## src/nvsram_host_pkg.sv

```systemverilog
package nvsram_host_pkg;

    // =====================================================
    // clock and timing
    // =====================================================
    localparam int CLK_PERIOD_NS = 100;
    localparam int ACC_LOW_NS = 500;       // cs_n low time per access
    localparam int STORE_MAX_MS = 10;      // software store duration
    localparam int RECALL_MAX_US = 20;     // software recall duration
    localparam int BOOT_RECALL_US = 650;   // power up recall duration
    localparam int TMR_W = 17;
    localparam int CNT_W = 4;

    // least time in ns rounded up to whole cycles, at least one
    function automatic int cyc_of_ns(input int ns);
        int c;
        c = (ns + CLK_PERIOD_NS - 1) / CLK_PERIOD_NS;
        return (c < 1) ? 1 : c;
    endfunction

    localparam int ACC_LOW_CYC = cyc_of_ns(ACC_LOW_NS);
    localparam int STORE_WAIT_CYC = cyc_of_ns(STORE_MAX_MS * 1000000);
    localparam int RECALL_WAIT_CYC = cyc_of_ns(RECALL_MAX_US * 1000);
    localparam int BOOT_WAIT_CYC = cyc_of_ns(BOOT_RECALL_US * 1000);

    // =====================================================
    // pin widths and sequence addresses
    // =====================================================
    localparam int ADDR_W = 13;
    localparam int DATA_W = 8;
    localparam int SEQ_LAST = 5;
    localparam logic [ADDR_W-1:0] SEQ_A0 = 13'h0000;
    localparam logic [ADDR_W-1:0] SEQ_A1 = 13'h1555;
    localparam logic [ADDR_W-1:0] SEQ_A2 = 13'h0AAA;
    localparam logic [ADDR_W-1:0] SEQ_A3 = 13'h1FFF;
    localparam logic [ADDR_W-1:0] SEQ_A4 = 13'h10F0;
    localparam logic [ADDR_W-1:0] SEQ_STORE = 13'h0F0F;
    localparam logic [ADDR_W-1:0] SEQ_RECALL = 13'h0F0E;

    // =====================================================
    // types
    // =====================================================
    typedef enum logic [1:0] {
        OP_READ = 2'b00,
        OP_WRITE = 2'b01,
        OP_STORE = 2'b10,
        OP_RECALL = 2'b11
    } op_t;

    typedef enum logic [2:0] {
        ST_BOOT = 3'b000,
        ST_IDLE = 3'b001,
        ST_SETUP = 3'b010,
        ST_ACT = 3'b011,
        ST_GAP = 3'b100,
        ST_NVWAIT = 3'b101
    } state_t;

    typedef struct packed {
        state_t st;
        op_t op;
        logic [2:0] seq;
        logic [CNT_W-1:0] cnt;
        logic boot_go;
        logic [ADDR_W-1:0] addr;
        logic [DATA_W-1:0] wdata;
        logic [DATA_W-1:0] rdata;
        logic rsp;
        logic cs_n;
        logic oe_n;
        logic strobe_n;
        logic dq_oe;
        logic [DATA_W-1:0] s1;
        logic [DATA_W-1:0] s2;
        logic [DATA_W-1:0] s3;
        logic tmr_load;
        logic [TMR_W-1:0] tmr_count;
    } ctl_t;

    typedef struct packed {
        logic [TMR_W-1:0] cnt;
    } tmr_t;

    // reset values
    localparam ctl_t CTL_RST = '{
        st: ST_BOOT, op: OP_READ, seq: 3'h0, cnt: 4'h0, boot_go: 1'b0,
        addr: 13'h0000, wdata: 8'h00, rdata: 8'h00, rsp: 1'b0,
        cs_n: 1'b1, oe_n: 1'b1, strobe_n: 1'b1, dq_oe: 1'b0,
        s1: 8'h00, s2: 8'h00, s3: 8'h00, tmr_load: 1'b0, tmr_count: 17'h00000
    };
    localparam tmr_t TMR_RST = '{cnt: 17'h00000};

endpackage

```

## src/nv_timer_if.sv

```systemverilog
`timescale 1ns/1ps
`default_nettype none
// =====================================================
// long wait timer link between controller and counter
// =====================================================
interface nv_timer_if;
    import nvsram_host_pkg::*;
    logic load;               // one cycle load strobe
    logic [TMR_W-1:0] count;  // cycles to wait
    logic expired;            // count has run out
    modport ctrl (output load, output count, input expired);
    modport tmr (input load, input count, output expired);
endinterface
`default_nettype wire

```

## src/nvsram_host_ctrl.sv

```systemverilog
`timescale 1ns/1ps
`default_nettype none
// =====================================================
// host side controller for the nonvolatile sram
// =====================================================
module nvsram_host_ctrl #(
    parameter logic [nvsram_host_pkg::TMR_W-1:0] STORE_WAIT =
        nvsram_host_pkg::TMR_W'(nvsram_host_pkg::STORE_WAIT_CYC),
    parameter logic [nvsram_host_pkg::TMR_W-1:0] BOOT_WAIT =
        nvsram_host_pkg::TMR_W'(nvsram_host_pkg::BOOT_WAIT_CYC)
) (
    input wire logic sys_clk,
    input wire logic sys_rst,
    // user request side
    input wire logic req_valid,
    output logic req_ready,
    input wire nvsram_host_pkg::op_t req_op,
    input wire logic [nvsram_host_pkg::ADDR_W-1:0] req_addr,
    input wire logic [nvsram_host_pkg::DATA_W-1:0] req_wdata,
    output logic rsp_valid,
    output logic [nvsram_host_pkg::DATA_W-1:0] rsp_rdata,
    output logic busy,
    // memory pins
    output logic cs_n,
    output logic oe_n,
    output logic strobe_n,
    output logic [nvsram_host_pkg::ADDR_W-1:0] addr_pins,
    input wire logic [nvsram_host_pkg::DATA_W-1:0] data_pins_in,
    output logic [nvsram_host_pkg::DATA_W-1:0] data_pins_out,
    output logic data_pins_oe
);
    import nvsram_host_pkg::*;

    // =====================================================
    // helpers
    // =====================================================
    // address of sequence step, last one chooses the transfer
    function automatic logic [ADDR_W-1:0] seq_addr(input logic [2:0] idx,
                                                   input logic recall);
        logic [ADDR_W-1:0] a;
        case (idx)
            3'h0: a = SEQ_A0;
            3'h1: a = SEQ_A1;
            3'h2: a = SEQ_A2;
            3'h3: a = SEQ_A3;
            3'h4: a = SEQ_A4;
            default: a = recall ? SEQ_RECALL : SEQ_STORE;
        endcase
        return a;
    endfunction

    // software transfer requests run the six read sequence
    function automatic logic is_nv_op(input op_t op);
        return (op == OP_STORE) || (op == OP_RECALL);
    endfunction

    // a long wait is over once the loaded count has run down; the load
    // cycle itself is skipped because the counter still holds zero then
    function automatic logic wait_over(input logic loading, input logic expired);
        return !loading && expired;
    endfunction

    // =====================================================
    // state and long wait counter
    // =====================================================

    ctl_t st_q; // all controller state
    ctl_t st_d; // next state
    nv_timer_if tif (); // link to long wait counter

    // long wait counter, shared by the boot wait and the transfer waits
    nv_wait_timer i_nv_wait_timer (
        .sys_clk(sys_clk),
        .sys_rst(sys_rst),
        .t(tif.tmr)
    );

    // load strobe and count come straight from flops
    assign tif.load = st_q.tmr_load;
    assign tif.count = st_q.tmr_count;

    // =====================================================
    // next state
    // =====================================================
    always_comb begin
        st_d = st_q;
        // one cycle strobes drop unless a state raises them
        st_d.rsp = 1'b0;
        st_d.tmr_load = 1'b0;
        // three stage pin synchroniser for read data
        st_d.s1 = data_pins_in;
        st_d.s2 = st_q.s1;
        st_d.s3 = st_q.s2;
        // one branch per controller state
        case (st_q.st)
            ST_BOOT: begin
                // wait out power up recall before any access
                if (!st_q.boot_go) begin
                    st_d.boot_go = 1'b1;
                    st_d.tmr_load = 1'b1;
                    st_d.tmr_count = BOOT_WAIT;
                end else if (wait_over(st_q.tmr_load, tif.expired)) begin
                    // memory has finished its own power up copy
                    st_d.st = ST_IDLE;
                end
            end
            ST_IDLE: begin
                // take one request
                // req_ready is high only here, so requests wait elsewhere
                if (req_valid) begin
                    st_d.op = req_op;
                    st_d.wdata = req_wdata;
                    st_d.seq = 3'h0;
                    if (is_nv_op(req_op)) begin
                        // first sequence address, same for both transfers
                        st_d.addr = seq_addr(3'h0, req_op == OP_RECALL);
                    end else begin
                        // plain access goes to the caller's byte
                        st_d.addr = req_addr;
                    end
                    // drive write data ahead of the strobe
                    st_d.dq_oe = (req_op == OP_WRITE);
                    st_d.st = ST_SETUP;
                end
            end
            ST_SETUP: begin
                // address settled one cycle before cs_n falls
                // sequence reads keep strobe_n and oe_n high
                st_d.cs_n = 1'b0;
                st_d.oe_n = (st_q.op != OP_READ);
                st_d.strobe_n = (st_q.op != OP_WRITE);
                st_d.cnt = CNT_W'(ACC_LOW_CYC - 1);
                st_d.st = ST_ACT;
            end
            ST_ACT: begin
                // hold cs_n low for the full access
                // a read whose data never settles stays selected until it does
                if (st_q.cnt != '0) begin
                    st_d.cnt = st_q.cnt - 4'h1;
                end else if (st_q.op != OP_READ || st_q.s2 == st_q.s3) begin
                    // read data counts once last two stages agree
                    // only a plain read updates the answer byte
                    if (st_q.op == OP_READ) begin
                        st_d.rdata = st_q.s3;
                    end
                    st_d.cs_n = 1'b1;
                    st_d.oe_n = 1'b1;
                    st_d.strobe_n = 1'b1;
                    st_d.st = ST_GAP;
                end
            end
            ST_GAP: begin
                // address and data held one cycle past cs_n rise
                st_d.dq_oe = 1'b0;
                if (st_q.op == OP_READ || st_q.op == OP_WRITE) begin
                    // plain access done, answer for one cycle
                    st_d.rsp = 1'b1;
                    st_d.st = ST_IDLE;
                end else if (st_q.seq != 3'(SEQ_LAST)) begin
                    // next step follows at once, nothing in between
                    st_d.seq = st_q.seq + 3'h1;
                    st_d.addr = seq_addr(st_q.seq + 3'h1, st_q.op == OP_RECALL);
                    st_d.st = ST_SETUP;
                end else begin
                    // transfer started, leave the pins alone
                    st_d.tmr_load = 1'b1;
                    // store waits STORE_WAIT cycles, recall the fixed RECALL_WAIT_CYC
                    if (st_q.op == OP_STORE) begin
                        st_d.tmr_count = STORE_WAIT;
                    end else begin
                        st_d.tmr_count = TMR_W'(RECALL_WAIT_CYC);
                    end
                    st_d.st = ST_NVWAIT;
                end
            end
            ST_NVWAIT: begin
                // no access until the transfer time is over
                // pins stay idle, the memory ignores them anyway
                if (wait_over(st_q.tmr_load, tif.expired)) begin
                    // memory is back in sram mode
                    st_d.rsp = 1'b1;
                    st_d.st = ST_IDLE;
                end
            end
            default: begin
                // unused codes fall back to the reset state
                st_d = CTL_RST;
            end
        endcase
    end

    // state register
    // async reset puts every pin at its idle level
    always_ff @(posedge sys_clk or posedge sys_rst) begin
        if (sys_rst) begin
            st_q <= CTL_RST;
        end else begin
            st_q <= st_d;
        end
    end

    // =====================================================
    // outputs
    // =====================================================
    // user side handshake, decoded from the state register
    assign req_ready = (st_q.st == ST_IDLE);
    assign busy = (st_q.st != ST_IDLE);

    // answer strobe and read data held in flops
    assign rsp_valid = st_q.rsp;
    assign rsp_rdata = st_q.rdata;

    // memory controls, registered so no glitch reaches the pins
    assign cs_n = st_q.cs_n;
    assign oe_n = st_q.oe_n;
    assign strobe_n = st_q.strobe_n;

    // address and write data; data only reaches the pins with its enable
    assign addr_pins = st_q.addr;
    assign data_pins_out = st_q.wdata;
    assign data_pins_oe = st_q.dq_oe;
endmodule
`default_nettype wire

```

## src/nv_wait_timer.sv

```systemverilog
`timescale 1ns/1ps
`default_nettype none
// =====================================================
// down counter for boot and nonvolatile busy waits
// =====================================================
module nv_wait_timer (
    input wire logic sys_clk,
    input wire logic sys_rst,
    nv_timer_if.tmr t
);
    import nvsram_host_pkg::*;

    tmr_t st_q; // counter state
    tmr_t st_d; // next counter state

    // load on strobe, else count toward zero
    always_comb begin
        st_d = st_q;
        if (t.load) begin
            st_d.cnt = t.count;
        end else if (st_q.cnt != '0) begin
            st_d.cnt = st_q.cnt - 17'h00001;
        end
    end

    // expired whenever the count sits at zero (also straight after reset) and no load is strobed
    assign t.expired = (st_q.cnt == '0) && !t.load;

    // state register
    always_ff @(posedge sys_clk or posedge sys_rst) begin
        if (sys_rst) begin
            st_q <= TMR_RST;
        end else begin
            st_q <= st_d;
        end
    end
endmodule
`default_nettype wire

```

## config.mk

```make
export PLATFORM = sky130hd
export DESIGN_NAME = nvsram_host_ctrl
export DESIGN_NICKNAME = d
export VERILOG_FILES = /design/src/nvsram_host_pkg.sv /design/src/nv_timer_if.sv /design/src/nvsram_host_ctrl.sv /design/src/nv_wait_timer.sv
export SDC_FILE = /design/constraint.sdc
export NUM_CORES = 1
export LEC_CHECK = 0
export ABC_CLOCK_PERIOD_IN_PS = 6550
export BUFFER_PORTS_ARGS = -buffer_cell sky130_fd_sc_hd__buf_2
export CORE_MARGIN = 1.5
export CORE_UTILIZATION = 57
export CTS_BUF_LIST = sky130_fd_sc_hd__clkbuf_8
export CTS_CLUSTER_DIAMETER = 60
export DETAILED_ROUTE_END_ITERATION = 16
export GPL_ROUTABILITY_DRIVEN = 0
export PLACE_DENSITY_LB_ADDON = 0.25
export SLEW_MARGIN = 20
export SYNTH_ARGS = -nofsm -noshare
export SYNTH_HDL_FRONTEND = slang
export SYNTH_HIERARCHICAL = 1
export SYNTH_SLANG_ARGS = --single-unit
```

## constraint.sdc

```tcl
create_clock -name sys_clk -period 6.55 [get_ports sys_clk]
set_input_delay 1.31 -clock sys_clk [delete_from_list [all_inputs] [get_ports sys_clk]]
set_output_delay 1.31 -clock sys_clk [all_outputs]
set_load 0.03 [all_outputs]
```

==> Word-level counts from Yosys, hierarchy flattened <==
Cells that the tools add are included.
{ "op_classes": {"n_addsub": 3, "n_eq_ne": 29, "muxes": 43, "n_bitwise": 5, "reduce_logical": 29} }
{ "ops": {"columns": ["op", "n"], "rows": [
  ["$pmux W13 S5", 1],
  ["$mux W18", 3],
  ["$pmux W18 S3", 1],
  ["$mux W17", 3],
  ["$mux W13", 3],
  ["$pmux W13 S3", 1],
  ["$mux W8", 4],
  ["$pmux W8 S2", 2],
  ["$mux W3", 10],
  ["$mux W24", 1],
  ["$mux W21", 1],
  ["$ne A2 B2 Y1 const B", 10],
  ["$pmux W3 S3", 2],
  ["$pmux W3 S6", 1],
  ["$logic_not A17 Y1", 1],
  ["$reduce_bool A17 Y1", 1],
  ["$sub A17 B1 Y17 const B", 1],
  ["$reduce_and A4 Y1", 4],
  ["$reduce_or A5 Y1", 3],
  ["$eq A3 B2 Y1 const B", 4],
  ["$pmux W4 S3", 1],
  ["$reduce_or A4 Y1", 3],
  ["$eq A3 B3 Y1 const B", 3],
  ["$eq A2 B2 Y1 const B", 4],
  ["other kinds (23)", 41]
]} }
{ "word_totals": {"register_bits": 106, "in_bits": 34, "out_inout_bits": 36, "word_cells": 128} }

==> Logic depth before layout (Yosys ltp) <==
Gate-level depths: netlist (run 1).
{ "depth": {"word_depth": 6, "depth_mapped": 9, "mapped_depth_nobuf": 9} }

==> By module <==
The synthesis (run 1) kept the hierarchy.
{ "by_module_without_submodules": {"columns": ["module", "n_inst", "cells_each", "area_per_inst_um2", "seq_area_each_um2"], "rows": [
  ["nvsram_host_ctrl", 1, 383, 3766.1, 1955.6],
  ["nv_wait_timer", 1, 107, 1013.5, 425.4]
]} }

==> Least setup slack after synthesis (run 1) <==
OpenSTA, ideal clock, no wires.
{ "synth_timing": {"path_kind": "reg2out", "start": "register st_q[88] (netlist name)", "end": "output port req_ready", "arrival_ns": 1.177, "required_ns": 5.240, "slack_ns": 4.063, "path_stages_with_launch": 5, "path_buffers": 1, "path_cell_list": "dfrtp_1 > buf_2 > inv_1 > nand2_1 > inv_1"} }
{ "synth_via": {"elab_chain_len": 1} }
{ "synth_rtl": {"columns": ["element", "line", "text"], "rows": [
  ["start, declared", "nvsram_host_ctrl.sv:67", "ctl_t st_q;"],
  ["start signal, assigned", "nvsram_host_ctrl.sv:198", "st_q <= st_d;"],
  ["$eq A3 B1 Y1", "nvsram_host_ctrl.sv:206", "assign req_ready = (st_q.st == ST_IDLE);"],
  ["end, declared", "nvsram_host_ctrl.sv:16", "output logic req_ready,"]
]} }
No other way between the ends.

==> Worst setup path after layout (run 1) <==
{ "layout_timing": {"start": "register st_q[88] (netlist name)", "end": "output port busy"} }
{ "layout_via": {"elab_chain_len": 1} }
{ "layout_rtl": {"columns": ["element", "line", "text"], "rows": [
  ["$ne A3 B1 Y1", "nvsram_host_ctrl.sv:207", "assign busy = (st_q.st != ST_IDLE);"],
  ["end, declared", "nvsram_host_ctrl.sv:22", "output logic busy,"]
]} }
No other way between the ends.

==> metrics.txt, run 1 <==
Reg-to-Reg Start=i_nv_wait_timer/st_q[0]; wire length per cell=14.1 um; FMAX=0.306 GHz; Final Hold Vio Count=0; MaxCap Viol Count=0; met3 Usage GRT=under 10%; worst skew pair latency=0.36 ns; outcome=finished, final reports clean; number of clock sinks=95; CP Depth=3; Std-Cell Rows=33; slowest CP cell=dfrtp_1; post-synthesis cell area=4780 um^2; RSZ-0062 raised after global routing=false; routing usage on met1=~29%; TritonCTS clock tree=built; DRT iter0 DRCs=181; dpl hpwl=around 6.2 mm; Synth top area share=48.2%; Reg clk slew, reported paths=0.09 ns; #FFs+latches synth=95; Final setup viols=0; global-route wire length before repair=15.1 mm; synth unique cells=67; dominant synthesized flop cell=dfrtp_1; Required @ worst endpoint=5.24 ns; largest net degree at the start of global routing=between 70 and 80; detailed-route DRC error count=0; H-tree levels=3; initial antenna violation count=0; Vias/cell=5.49; syn_area_per_cell=9.75 um^2; drt first pass iters=5; core area=8180 um^2; fin nets=570; Post-synth EDFFs=0; fraction of layout cells with a size suffix above 1=a little over a fifth; Vias=3504; gr ovfl total=0; Root Driver=clkbuf_8; CP arrival=1.96 ns; Ports=70; WHS Path Cells=1; Worst path top cell family by delay=flip-flops; Final Skew=0.00865 ns; pwr dens=427 nW/um^2; CTS buffer count=9; DIE WIDTH=94.6 um; Tcrit/Tclk final=between 40% and 50%; slew margin rel.=35.9%; Max FO, Critical Path=27; fin util=63.7%; antenna-violating nets left=0; die area=8940 um^2; Worst Setup Start Kind=flip-flop; busiest grt layer=met2; cts repair resizes=0; power consumption=2220 uW; CTS Buffer Depth=2; Max Slew Vio Count=0; maximum VDD drop=0.362 mV; PortBufs=69; internal reg-to-reg setup slack=3.60 ns; r2r endpoint=st_q[86]; Critical path buffers and inverters=2; cells after synthesis=490; crit end category=output port; Reg2Reg Depth=9; sequential area share after synthesis=roughly half; kind of critical path=reg2out; Leak=0.00236 uW; Synth async-reset ratio=100%; vias in the first global route=3243; leading area contributor after synthesis=dfrtp_1; Initial Utilization=58.5%; Die Y=about 95 um; Slew @ Worst Pin=~0.96 ns; fin crit period=3.27 ns; area grow syn2layout=8.87%; Setup TNS=0 ns; Worst Hold Class=reg2reg; crit-path max cell delay=0.86 ns; ANT cells=0; yosys warns=6; post-cts hold buffer count=0; CP Capture Point=busy; worst-path cell chain=inv_1, nand2_1, buf_2; Critical Path Start=st_q[88]; setup bufs post-CTS=0; met2 usage=34.8%; final wirelength=8.98 mm; overall global routing resource usage=21.5%; dominant cells by area after synthesis=dfrtp_1 48%, buf_4 4.7%, nand2_1 4.5%
-- power breakdown --
group / total, uW / internal [uW] / switching (uW)
Combinational: 831 / 310 / 521
Clock: 437 / 220 / 217
Sequential: 954 / 772 / 182
Total: 2220 / 1300 / 920
-- how the worst min path moves through the flow --
stage	startpoint	end	slack, ns
after global routing	st_q[39]	st_q[31]	0.47
after CTS	st_q[40]	st_q[32]	0.46
after floorplan	st_q[34]	st_q[26]	0.43
final	st_q[38]	st_q[30]	0.45
after global placement	st_q[37]	st_q[29]	0.43
after detailed placement	st_q[40]	st_q[32]	0.43
-- cells in the final DEF (no fill, tap or decap), types with 7 or more instances in the layout --
cell      Yosys  layout
o21ai_0      33      33
and2_1       23      23
buf_2         4      69
nor2_1       23      22
xnor2_1      17      17
inv_1        25      24
nor2b_1       7       7
dfrtp_1      92      92
nand2b_1     15      15
a21oi_1      25      25
o311ai_0      8       8
nor3_1       10      10
ha_1          8       8
nand3_1      13      13
nand2_1      57      57
clkbuf_8      0       9
-- area by class of cell --
cell class	count	area [um^2]
Clock buffer	9	124
Fill cell	667	2970
Timing Repair Buffer	71	360
Tap cell	105	131
Inverter	25	93.8
Clock inverter	7	104
Sequential cell	95	2380
Multi-Input combinational cell	326	2010
-- stage by stage --
step | worst slack (ns) | area [um^2] | hold slack [ns] | cells
5_1_grt | 3.14 | 5200 | 0.471 | 638
2_1_floorplan | 3.25 | 4790 | 0.428 | 494
4_1_cts | 3.27 | 5200 | 0.458 | 638
3_3_place_gp | 3.36 | 4970 | 0.429 | 622
6_report | 3.28 | 5200 | 0.454 | 638
3_5_place_dp | 3.30 | 4970 | 0.435 | 622
-- Yosys cell counts, types with 3 or more instances --
cell type	n
buf_2	4
mux2i_1	3
and2_1	23
nand4_1	3
nand2_1	57
dfrtp_1	92
clkbuf_1	11
dfstp_2	3
nand2b_1	15
a31oi_1	6
nor2_1	23
buf_4	30
nor2b_1	7
inv_1	25
o21ai_0	33
ha_1	8
nor3_1	10
nor4_1	6
o31ai_1	6
a21o_1	5
a21oi_1	25
nand3_1	13
xnor2_1	17
o311ai_0	8
-- registers in the layout (all words and copies together), names as in the netlist, 6 cells and up --
register              cells
st_q                     37
data_pins_out             8
rsp_rdata                 8
tif.count                 6
i_nv_wait_timer/st_q     17
addr_pins                13
-- cells by family after synthesis --
kind of cell	synth area share, %
AND/OR/NAND/NOR	20.1
XOR/XNOR	3.30
AO/OA/AOI/OAI	14.8
other	0.0785
adder cells (fa/ha/maj)	2.09
buffers and inverters	8.51
flip-flops	49.8
multiplexers	1.34
-- per-layer routing --
metal | up-vias | share of wire, %
li1 | 1726 | -
met1 | 1703 | 47
met2 | 64 | 49
met3 | 11 | 3.1
met4 | 0 | 1.5
met5 | - | 0
(Power assumes the default switching activity.)
==> inputs of run 2 (changes only) <==
--- a/config.mk
+++ b/config.mk
@@ -5,7 +5,7 @@
 export SDC_FILE = /design/constraint.sdc
 export NUM_CORES = 1
 export LEC_CHECK = 0
-export ABC_CLOCK_PERIOD_IN_PS = 6550
+export ABC_CLOCK_PERIOD_IN_PS = 3250
 export BUFFER_PORTS_ARGS = -buffer_cell sky130_fd_sc_hd__buf_2
 export CORE_MARGIN = 1.5
 export CORE_UTILIZATION = 57
==> constraint.sdc (replaced) <==
create_clock -name sys_clk -period 3.25 [get_ports sys_clk]
set_input_delay 0.65 -clock sys_clk [delete_from_list [all_inputs] [get_ports sys_clk]]
set_output_delay 0.65 -clock sys_clk [all_outputs]
set_load 0.03 [all_outputs]
==> metrics.txt, run 2 (synthesis gave the netlist of run 1 again) <==
Final Hold Vio Count=0; Max FO, Critical Path=9; Seq pwr share=41.5%; DRT iter0 DRCs=between 100 and 150; Int Pwr=2650 uW; Tcrit/Tclk final=slightly below 90%; dpl hpwl=6.25 mm; Top reg by flops=st_q; kind of critical path=reg2reg; Comb pwr share=38.9%; area grow syn2layout=10.1%; Die Y=94.6 um; TritonCTS clock tree=built; MaxCap Viol Count=0; fin crit period=around 2.8 ns; CP arrival=3.12 ns; Non-Filler Instances=about 640; final wirelength=8.73 mm; ANT cells=0; fin nets=around 580; Setup TNS=0 ns; post-cts hold buffer count=0; RSZ-0062 raised after global routing=false; die area=8940 um^2; Vias=3464; Vias/cell=5.38; Final setup viols=0; Max Slew Vio Count=0; global-route wire length before repair=about 15 mm; largest net degree at the start of global routing=45; max FFs per register=37; FMAX=0.355 GHz; Root Driver=clkbuf_8; worst skew pair latency=roughly 0.36 ns; Required @ worst endpoint=3.55 ns; Initial Utilization=58.5%; number of clock sinks=95; initial antenna violation count=0; pwr dens=853 nW/um^2; CTS Buffer Depth=2; Worst Setup Start Kind=flip-flop; Worst Hold Class=in2async; wire length per cell=13.6 um; Std-Cell Rows=33; Psw=1840 uW; vias in the first global route=3172; crit end category=flip-flop; commonest non-fill, non-tap cell in the layout=dfrtp_1; H-tree levels=3; Leak=0.00240 uW; PortBufs=69; maximum VDD drop=0.489 mV; core area=roughly 8200 um^2; drt first pass iters=4; Final Skew=around 0.008 ns; overall global routing resource usage=21.1%; Slew @ Worst Pin=0.709 ns; Ports=70; antenna-violating nets left=0; sw frac=approximately two fifths; Reg clk slew, reported paths=0.10 ns; clock network power share=19.6%; detailed-route DRC error count=0; slew margin rel.=52.7%; gr ovfl total=0; most frequent cells in the layout=92 x dfrtp_1, 69 x buf_2, 57 x nand2_1; outcome=finished, final reports clean; # placed instances=628; cts repair resizes=0; fraction of layout cells with a size suffix above 1=21.7%; CTS buffer count=9; setup bufs post-CTS=0; DIE WIDTH=94.6 um
-- run 2: final cells by class --
type | count | area [um^2]
fillers | 664 | 2920
inverters | 25 | 93.8
clock buffers | 9 | 124
flip-flops and latches | 95 | 2380
repair buffers | 77 | 418
clock inverters | 7 | 103
multi-input cells | 326 | 2010
well taps | 105 | 131
-- run 2: critical path, stage by stage (launching register included) --
cell and delay [ns]:
dfrtp_1 0.40, inv_1 0.11, ha_1 0.22, nor3b_1 0.42, nand3_2 0.31, nor3_4 0.44, nor2b_1 0.33, a21oi_1 0.11
o211ai_1 0.21, a311o_1 0.20
-- run 2: power groups by stage --
stage | sequential, uW | clock, uW | combinational, uW
2_1_floorplan | 1850 | 0 | 1520
3_3_place_gp | 1870 | 0 | 1700
3_5_place_dp | 1880 | 0 | 1750
4_1_cts | 1860 | 893 | 1760
5_1_grt | 1920 | 949 | 1950
6_report | 1860 | 878 | 1750
-- run 2: per-layer routing --
layer  share of wire (%)  track usage, %  up-vias  wire [um]
li1                    -               -     1741          -
met1                  45            28.9     1629       3950
met2                  49            33.5       84       4310
met3                 3.9            3.86       10        338
met4                 1.4            8.08        0        124
met5                   0               0        -          0
-- run 2: path summary, 6_finish.rpt --
check / startpoint / endpoint / slack (ns) / cells after the start
worst min-delay path: sys_rst / rsp_rdata[6] / 0.30 / 2
max in group asynchronous: sys_rst / strobe_n / 2.31 / 3
worst max-delay path: i_nv_wait_timer/st_q[0] / st_q[86] / 0.43 / 9
min in group sys_clk: st_q[37] / st_q[29] / 0.45 / 1
worst max register to register: i_nv_wait_timer/st_q[0] / st_q[86] / 0.43 / 9
worst min register to register: st_q[37] / st_q[29] / 0.45 / 1
-- run 2: metrics by stage --
stage	total power [uW]	worst slack [ns]	hold slack, ns	instance area (um^2)	utilization, %
final	4490	0.432	0.299	5260	64.3
after global routing	4810	0.192	0.318	5260	64.3
after CTS	4510	0.418	0.309	5260	64.3
after detailed placement	3630	0.459	0.433	5030	61.5
after global placement	3570	0.586	0.430	5030	61.5
after floorplan	3360	0.610	0.428	4790	-
